File: config.mk
export PLATFORM = sky130hd
export DESIGN_NAME = psa_prog_space_addr
export DESIGN_NICKNAME = d
export VERILOG_FILES = /design/src/psa_pkg.sv /design/src/psa_prog_space_addr.sv
export VERILOG_INCLUDE_DIRS = /design/src
export SDC_FILE = /design/constraint.sdc
export NUM_CORES = 1
export LEC_CHECK = 0
export ABC_AREA = 1
export CAP_MARGIN = 15
export CORE_MARGIN = 2
export CORE_UTILIZATION = 69
export DETAILED_ROUTE_END_ITERATION = 10
export DONT_BUFFER_PORTS = 1
export GPL_ROUTABILITY_DRIVEN = 0
export PLACE_DENSITY = 0.86
export SYNTH_ARGS = -nofsm -noshare
export SYNTH_HDL_FRONTEND = slang
export SYNTH_SLANG_ARGS = --single-unit
File: constraint.sdc
create_clock -name clk -period 5.7 [get_ports clk]
set_clock_uncertainty 0.1 [all_clocks]
set_input_delay 0.57 -clock clk [delete_from_list [all_inputs] [get_ports clk]]
set_output_delay 0.57 -clock clk [all_outputs]
set_load 0.005 [all_outputs]
File: src/psa_defs.svh
// constants for the program space address and stack check block
// assumes a 16-bit data path and a 24-bit program address
`ifndef PSA_DEFS_SVH
`define PSA_DEFS_SVH
// ----------------------------------------
// stack bounds, widths and bit positions
// ----------------------------------------
`define PSA_STACK_FLOOR 16'h0800
`define PSA_WORD_STEP 16'h0002
`define PSA_PC_MSB 15
`define PSA_VIS_EN_BIT 2
`define PSA_CFG_BIT 7
`define PSA_EA_MSB 15
`define PSA_PA_ZERO_MSB 1'h0
`endif

File: src/psa_pkg.sv
// types for the program space address and stack check block
// assumes psa_defs.svh is on the include path
package psa_pkg;
    // ----------------------------------------
    // stack operation kinds
    // ----------------------------------------
    typedef enum logic [1:0]
    {
        STK_IDLE = 2'h0,
        STK_PUSH = 2'h1,
        STK_POP = 2'h3
    } psa_stack_op_type;

    typedef struct packed
    {
        logic [15:0] stackPointer;
        logic [15:0] stackLimit;
        logic [23:0] progAddr;
        logic progAddrValid;
        logic progWriteEn;
        logic upperByteSel;
        logic configSpace;
        logic [15:0] stackAddr;
        logic [15:0] stackWriteData;
        logic stackWriteEn;
        logic stackReadEn;
        logic stackOverflowTrap;
        logic stackUnderflowTrap;
        logic tableWriteReject;
    } psa_state_type;
endpackage

File: src/psa_prog_space_addr.sv
// program space address generation and software stack checking
// assumes single clock, inputs synchronous, pipeline gives one op a cycle
`timescale 1ns/100ps
`include "psa_defs.svh"

// Summary of operation
// - pointer holds next free word, grows upward
// - push writes then increments; pop decrements first
// - call push clears pushed program counter top bit
// - exception push puts status low byte above
// - limit bit zero reads zero once the limit is written
// - limit register has no reset value
// - every stack pointer address checked against limit
// - push at limit passes, next push traps
// - pointer below 0800h raises underflow trap
// - table address is page over effective address
// - page bit seven selects configuration space
// - visibility address top bit always zero
// - visibility bit 15 comes from page bit 0
// - fetch and visibility address bit zero cleared
// - table accesses allow odd byte addresses
// - table reads allowed in configuration space
// - visibility access read only, low word only
// - table ops reach upper byte and low word
// - visibility needs enable bit and address bit 15
// - table writes to configuration space rejected
// - visibility suspended while table op runs
module psa_prog_space_addr
(
    input wire logic clk,
    input wire logic rst_n,
    input wire logic [15:0] effectiveAddress,
    input wire logic [7:0] tablePageReg,
    input wire logic [7:0] visibilityPageReg,
    input wire logic [15:0] coreControlReg,
    input wire logic tableReadOp,
    input wire logic tableWriteOp,
    input wire logic tableUpperSel,
    input wire logic dataRead,
    input wire logic fetchEn,
    input wire logic [22:0] programCounter,
    input wire logic stackLimitWrite,
    input wire logic [15:0] stackLimitData,
    input wire logic stackPointerWrite,
    input wire logic [15:0] stackPointerData,
    input wire logic [1:0] stackOp,
    input wire logic [15:0] stackPushData,
    input wire logic callPush,
    input wire logic exceptionPush,
    input wire logic [7:0] statusLowByte,
    output logic [23:0] progAddr,
    output logic progAddrValid,
    output logic progWriteEn,
    output logic upperByteSel,
    output logic configSpace,
    output logic visibilityLowWordOnly,
    output logic [15:0] stackPointer,
    output logic [15:0] stackLimit,
    output logic [15:0] stackAddr,
    output logic [15:0] stackWriteData,
    output logic stackWriteEn,
    output logic stackReadEn,
    output logic stackOverflowTrap,
    output logic stackUnderflowTrap,
    output logic tableWriteReject
);
    psa_pkg::psa_state_type state;
    psa_pkg::psa_state_type next_state;
    psa_pkg::psa_stack_op_type op;
    logic tableBusy;
    logic visActive;
    logic [15:0] checkAddr;
    logic [15:0] spAfterPop;
    logic visFlag;

    // ----------------------------------------
    // address generation and stack checks
    // ----------------------------------------
    always_comb
    begin
        next_state = state;
        op = psa_pkg::psa_stack_op_type'(stackOp);
        tableBusy = tableReadOp | tableWriteOp;
        visActive = coreControlReg[`PSA_VIS_EN_BIT] &
            effectiveAddress[`PSA_EA_MSB] & dataRead & ~tableBusy;
        spAfterPop = state.stackPointer - `PSA_WORD_STEP;
        checkAddr = state.stackPointer;
        next_state.progAddrValid = 1'b0;
        next_state.progWriteEn = 1'b0;
        next_state.upperByteSel = 1'b0;
        next_state.configSpace = 1'b0;
        next_state.tableWriteReject = 1'b0;
        next_state.stackWriteEn = 1'b0;
        next_state.stackReadEn = 1'b0;
        next_state.stackOverflowTrap = 1'b0;
        next_state.stackUnderflowTrap = 1'b0;

        if (stackLimitWrite)
        begin
            next_state.stackLimit = {stackLimitData[15:1], 1'b0};
        end

        if (tableBusy)
        begin
            // full byte address, page above effective address
            next_state.progAddr = {tablePageReg, effectiveAddress};
            next_state.configSpace = tablePageReg[`PSA_CFG_BIT];
            next_state.upperByteSel = tableUpperSel;
            if (tableWriteOp && tablePageReg[`PSA_CFG_BIT])
            begin
                next_state.tableWriteReject = 1'b1;
            end
            else
            begin
                next_state.progAddrValid = 1'b1;
                next_state.progWriteEn = tableWriteOp;
            end
        end
        else if (visActive)
        begin
            next_state.progAddr = {`PSA_PA_ZERO_MSB, visibilityPageReg,
                effectiveAddress[14:1], 1'b0};
            next_state.progAddrValid = 1'b1;
            next_state.progWriteEn = 1'b0;
        end
        else if (fetchEn)
        begin
            next_state.progAddr = {`PSA_PA_ZERO_MSB, programCounter[22:1],
                1'b0};
            next_state.progAddrValid = 1'b1;
        end

        if (stackPointerWrite)
        begin
            next_state.stackPointer = {stackPointerData[15:1], 1'b0};
        end
        else if (op == psa_pkg::STK_PUSH)
        begin
            checkAddr = state.stackPointer;
            next_state.stackAddr = state.stackPointer;
            next_state.stackWriteEn = 1'b1;
            if (exceptionPush)
            begin
                next_state.stackWriteData = {statusLowByte,
                    stackPushData[7:0]};
            end
            else if (callPush)
            begin
                next_state.stackWriteData = {1'b0,
                    stackPushData[`PSA_PC_MSB-1:0]};
            end
            else
            begin
                next_state.stackWriteData = stackPushData;
            end
            next_state.stackPointer = state.stackPointer +
                `PSA_WORD_STEP;
            // pointer equal to limit still allowed
            next_state.stackOverflowTrap =
                checkAddr > state.stackLimit;
            next_state.stackUnderflowTrap =
                checkAddr < `PSA_STACK_FLOOR;
        end
        else if (op == psa_pkg::STK_POP)
        begin
            checkAddr = spAfterPop;
            next_state.stackAddr = spAfterPop;
            next_state.stackReadEn = 1'b1;
            next_state.stackPointer = spAfterPop;
            next_state.stackOverflowTrap =
                checkAddr > state.stackLimit;
            next_state.stackUnderflowTrap =
                checkAddr < `PSA_STACK_FLOOR;
        end
    end

    // ----------------------------------------
    // state register
    // ----------------------------------------
    always_ff @(posedge clk)
    begin
        if (!rst_n)
        begin
            // limit left as is through reset
            state <= '{stackPointer: `PSA_STACK_FLOOR,
                stackLimit: state.stackLimit, default: '0};
        end
        else
        begin
            state <= next_state;
        end
    end

    // ----------------------------------------
    // visibility flag for the read port
    // ----------------------------------------
    always_ff @(posedge clk)
    begin
        if (!rst_n)
        begin
            visFlag <= 1'b0;
        end
        else
        begin
            visFlag <= visActive;
        end
    end

    assign progAddr = state.progAddr;
    assign progAddrValid = state.progAddrValid;
    assign progWriteEn = state.progWriteEn;
    assign upperByteSel = state.upperByteSel;
    assign configSpace = state.configSpace;
    assign visibilityLowWordOnly = visFlag;
    assign stackPointer = state.stackPointer;
    assign stackLimit = state.stackLimit;
    assign stackAddr = state.stackAddr;
    assign stackWriteData = state.stackWriteData;
    assign stackWriteEn = state.stackWriteEn;
    assign stackReadEn = state.stackReadEn;
    assign stackOverflowTrap = state.stackOverflowTrap;
    assign stackUnderflowTrap = state.stackUnderflowTrap;
    assign tableWriteReject = state.tableWriteReject;
endmodule

* After elaboration in Yosys (flattened, before gate mapping) *
Index checks and enable logic that the tools add are counted.

operators by class
  mux-type cells = 14
  shifts and indexed selects = 0
  div/mod/pow operators = 0
  reduce and logical (&&, ||, !) cells = 11
  bitwise operators = 7
  $lt $le $gt $ge = 4
  multipliers = 0
  equal/unequal tests = 2
  add/subtract/negate cells = 2

operators with widths
  cell                   number
  $mux 16                6
  $mux 25                2
  $gt 16x16->1           2
  $lt 16x12->1 const B   2
  $mux 26                1
  $add 16x2->16 const B  1
  $sub 16x2->16 const B  1
  $reduce_and 2->1       4
  $reduce_bool 3->1      2
  $reduce_or 3->1        2
  $mux 2                 2
  $and 1x1->1            3
  $mux 3                 1
  $not 1->1              3
  $eq 2x1->1 const B     1
  $eq 2x2->1 const B     1
  $mux 1                 2
  $reduce_bool 2->1      1
  $reduce_or 2->1        1
  $logic_and 1x1->1      1
  $or 1x1->1             1

storage, ports and cells
  output and inout bits = 98
  input bits = 140
  flip-flop bits (word level) = 97
  memories = 0
  ROM bits = 0
  bits in writable memories = 0
  bits in latches = 0
  word-level logic and storage cells = 56

* Logic depth before layout (Yosys ltp) *
  depth in word-level cells = 5
  depth in mapped cells = 17
  depth with buffers taken out = 16

* Least setup slack after synthesis *
Ideal clock, no wire load.

  kind = reg2reg
  from = register state (netlist bit stackPointer[1])
  to = register state (netlist bit stackOverflowTrap)
  stages on the path, launching flop included = 16
  period minus slack after synthesis = 2.391 ns
  setup time = 0.117 ns
  path buffers = 0
  data required time = 5.483 ns
  arrival time = 2.173 ns
  slack = 3.309 ns
  cells stage by stage = dfxtp_1 inv_1 ha_1 nand2_2 nor2_4 nand2_1 xor2_1 inv_1 ha_1 nand4_1 nor4_1 nand3_1 nand2_1 inv_1 nand2_1 a21oi_2

between the ends
  cells in the longest elaborated chain, start to end = 4
  elaborated cells on any way between the ends = 5
  those cells by class = add/sub (1); order compare (2); mux (2)

ends and longest elaborated chain
  item                      line                        RTL
  start: declaration        psa_prog_space_addr.sv:67   psa_pkg::psa_state_type state;
  start signal: assignment  psa_prog_space_addr.sv:185  state <= '{stackPointer: `PSA_STACK_FLOOR,
  start signal: assignment  psa_prog_space_addr.sv:190  state <= next_state;
  $sub 16x2->16 (no line)   --
  $gt 16x16->1              psa_prog_space_addr.sv:171  checkAddr > state.stackLimit;
  $mux 3                    psa_prog_space_addr.sv:164  else if (op == psa_pkg::STK_POP)
  $mux 2 (*)                psa_prog_space_addr.sv:137  else if (op == psa_pkg::STK_PUSH)

Mark *: on every way between the ends. The rest lies on a longest branch, timed or not.
A chain may end at the register's enable or synchronous reset.

* Worst setup path after layout *
Ends and elaborated chain as after synthesis.

==> impl_summary.log <==
INFO  metric wirelength = 13400 microns
INFO  metric tritoncts = yes
INFO  metric final-hold-violation-count = 0
INFO  metric drive_gt1_share = 7.87%
INFO  metric maxCapViolCount = 0
INFO  metric numClockSinks = 95
INFO  metric number_of_enable_type_register_cells_in_the_synthesized_netlist = 15
INFO  metric worst_hold_path.num_cells = 2
INFO  metric achievable-frequency = 0.323 GHz
INFO  metric wl_per_cell = 17.1 microns
INFO  metric die_width = 91.5 microns
INFO  metric final-setup-viol-count = 0
INFO  metric gr-usage-all-layers = 32.3%
INFO  metric antenna_viol_nets_final = 0
INFO  metric worstReg2RegEnd = stackOverflowTrap
INFO  metric synthFlopType = dfxtp_1
INFO  metric final_stage_net_count = 851
INFO  metric route.vias.total = 4754
INFO  metric postCtsResizedCells = 0
INFO  metric finish.cell_count_without_fillers = 785
INFO  metric placed_cells_incl_taps = 769
INFO  metric fin_total_pwr = 1.49 mW
INFO  metric grt_max_degree = 55
INFO  metric syn-cell-area = 0.00528 sq mm
INFO  metric globalRoute.totalOverflow = 0
INFO  metric critical_path.max_stage_delay = 0.54 ns
INFO  metric power.density = 275 mW/mm^2
INFO  metric antenna-diode-count = 0
INFO  metric grt_pass1_vias = 4694
INFO  metric cts_root_buf = clkbuf_8
INFO  metric htreeDepth = 3
INFO  metric fillers = 571
INFO  metric timing.hold.worst.class = input pin to flip-flop
INFO  metric cts_setup_buffers = 0
INFO  metric worstReg2RegStart = stackPointer[1]
INFO  metric detail_route.vias_per_cell = 6.06
INFO  metric cp.required = 5.85 ns
INFO  metric worst-r2r-setup-slack = 2.61 ns
INFO  metric worst_pin_slew = 1.08 ns
INFO  metric total_leakage_power = 2.40 nW
INFO  metric first_pass_grt_wire_length = 22000 microns
INFO  metric initial_core_utilization = 72.0%
INFO  metric clkLatencyLatePin = 0.36 ns
INFO  metric setup.worst_path.start_class = flip-flop
INFO  metric critical_path_peak_fanout = 7
INFO  metric max-vdd-ir-drop = 0.171 mV
INFO  metric slew_headroom = 27.9%
INFO  metric cts_hold_buffers = 0
INFO  metric die_height = 91.5 microns
INFO  metric drtIter0Drc = 358
INFO  metric crit_chain = inv_1 -> ha_1 -> nand2_2 -> nor2_4 -> nand2_1 -> xor2_1 -> inv_1 -> ha_1 -> nand4_1 -> nor4_1 -> nand3_1 -> nand2_1 -> inv_1 -> nand2_1 -> a21oi_2
INFO  metric synth_seq_cells = 95
INFO  metric critical-path-slowest-cell = dfxtp_1
INFO  metric post_synth_num_cell_types = 44
INFO  metric placement.io_buffers = 0
INFO  metric clockBufferDepth = 2
INFO  metric drt_first_pass_iters = 5
INFO  metric fraction_of_the_cycle_the_final_worst_path_needs = 54.3%
INFO  metric hold_path.startpoint = tableUpperSel
INFO  metric timing.hold.ws = 0.196 ns
INFO  metric synth-async-reset-ratio = 0%
INFO  metric timing.critical_path.arrival = 3.25 ns
INFO  metric synth.yosys.seq_area_share = 38.9%
INFO  metric dpl.hpwl = 10100 microns
INFO  metric number_of_antenna_violations_at_the_first_check_in_global_routing = 0
INFO  metric endpoint_kind = flip-flop
INFO  metric final_period_minus_worst_setup_slack = 3.09 ns
INFO  metric io_pins = 238
INFO  metric placementRows = 31
INFO  metric post_synth.cell_area_avg = 7.48 sq um
INFO  metric worstSetupPathType = flip-flop to flip-flop
INFO  metric syn_inst = 706
INFO  metric floorplan.die_area = 0.00837 sq mm
INFO  metric cts_inserted_buffers = 9
INFO  metric clk_transition_reported_paths = 0.11 ns
INFO  metric setup_tns = 0 ns
INFO  metric area_growth = 2.63%
INFO  metric floorplan.core_area = 0.00733 sq mm
INFO  metric worst_reg2reg_path_depth = 15
INFO  metric rsz0062_at_grt = false
INFO  metric yosysWarningCount = 0
INFO  metric route.detailed.drc = 0
INFO  metric run_status = complete, no violations
INFO  metric drv_slew = 0
INFO  metric hold-path-endpoint = upperByteSel
[worst max-delay path by stage]
stage,startpoint,to,slack (ns)
CTS,stackPointer[1],stackOverflowTrap,2.69
detailed placement,tableWriteOp,progAddr[8],2.72
global route,stackPointer[1],stackOverflowTrap,2.40
finish,stackPointer[1],stackOverflowTrap,2.61
global placement,stackPointer[1],stackOverflowTrap,2.77
floorplan,stackPointer[1],stackOverflowTrap,3.31
[worst max-delay path: cells and delay by family, from the launching register on]
kind	cells	cell delay, ns
flip-flops	1	0.54
XOR/XNOR	1	0.22
adder cells (fa/ha/maj)	2	0.61
AO/OA/AOI/OAI	1	0.05
buffers and inverters	3	0.35
AND/OR/NAND/NOR	8	1.12
[cell usage after synthesis, types with 2 or more instances]
library cell  instances  area share [%]
nand2_2               9             1.1
xnor2_1               3            0.50
nor3_1                5            0.47
clkinv_1              2            0.14
nor2_2                7            0.83
buf_4                 4            0.57
clkbuf_1             24             1.7
nor3_2                2            0.38
nand4_1               8            0.95
inv_1                64             4.5
o21ai_0              68             6.4
ha_1                 30             7.1
nand3_1              29             2.7
a31oi_1              32             3.8
nand2_1             154              11
buf_6                 4            0.85
nor2_4                6             1.3
dfxtp_1              80              30
a21oi_1              57             5.4
xor2_1               10             1.7
buf_2                 6            0.57
inv_2                 4            0.28
mux2i_1               7             1.3
o21ai_1               2            0.19
nor2_1               50             3.6
xor2_2                2            0.62
nand3_2               2            0.38
edfxtp_1             15             8.5
a22oi_1               4            0.57
buf_1                 2            0.14
[cells by family after synthesis]
family          count (synthesis)  share of synthesized area [%]
mux                             7                           1.33
fa+ha+maj                      30                           7.11
other cells                     1                         0.0710
buf+inv                       110                           8.82
simple gates                  277                           23.4
compound gates                171                           17.7
flops                          95                           38.9
xor+xnor                       15                           2.77
[per-layer routing]
metal  global-route usage [%]  wire, microns
met1                     36.8           5040
met2                     58.9           6790
met3                     8.30           1270
met4                     9.60            303
met5                        0              0
[state kept, by name, indices dropped and copies added, names as in the netlist, 15 cells and up]
signal / count
progAddr: 24
stackAddr: 15
stackPointer: 15
stackWriteData: 16
stackLimit: 15
[through the flow]
stage / setup slack [ns] / utilization [%] / cell area, sq um
after floorplan: 3.31 / - / 5290
after global placement: 2.77 / 71.3 / 5220
after detailed placement: 2.72 / 71.3 / 5220
after CTS: 2.69 / 73.9 / 5420
after global routing: 2.40 / 73.9 / 5420
final: 2.61 / 73.9 / 5420
[layout make-up]
| type | count | area (sq um) | share of cell area [%] |
|---|---|---|---|
| clock inverter | 6 | 57.6 | 1.06 |
| multi-input combinational | 503 | 2770 | 51.1 |
| timing repair buffer | 2 | 15.0 | 0.277 |
| sequential | 95 | 2050 | 37.9 |
| inverter | 70 | 263 | 4.85 |
| tap | 99 | 124 | 2.29 |
| clock buffer | 10 | 138 | 2.54 |
[report_power, final]
group	switching [mW]	leakage (nW)	internal (mW)	total, mW
logic	0.167	1.50	0.0971	0.264
registers	0.0563	0.801	0.726	0.782
clock network	0.260	0.103	0.183	0.443
total	0.483	2.40	1.01	1.49
[cell usage in the layout (no fill, tap or decap), types with 2 or more instances in the layout]
cell,count
a21oi_1,57
a22oi_1,4
a31oi_1,32
buf_4,2
clkbuf_8,10
clkinv_1,2
conb_1,3
dfxtp_1,80
edfxtp_1,15
ha_1,30
inv_1,64
inv_2,4
inv_8,3
mux2i_1,7
nand2_1,154
nand2_2,9
nand3_1,29
nand3_2,2
nand4_1,8
nor2_1,50
nor2_2,7
nor2_4,6
nor3_1,5
nor3_2,2
o21ai_0,68
o21ai_1,2
xnor2_1,3
xor2_1,10
xor2_2,2
Note: power is estimated with default switching activity, not from simulation.
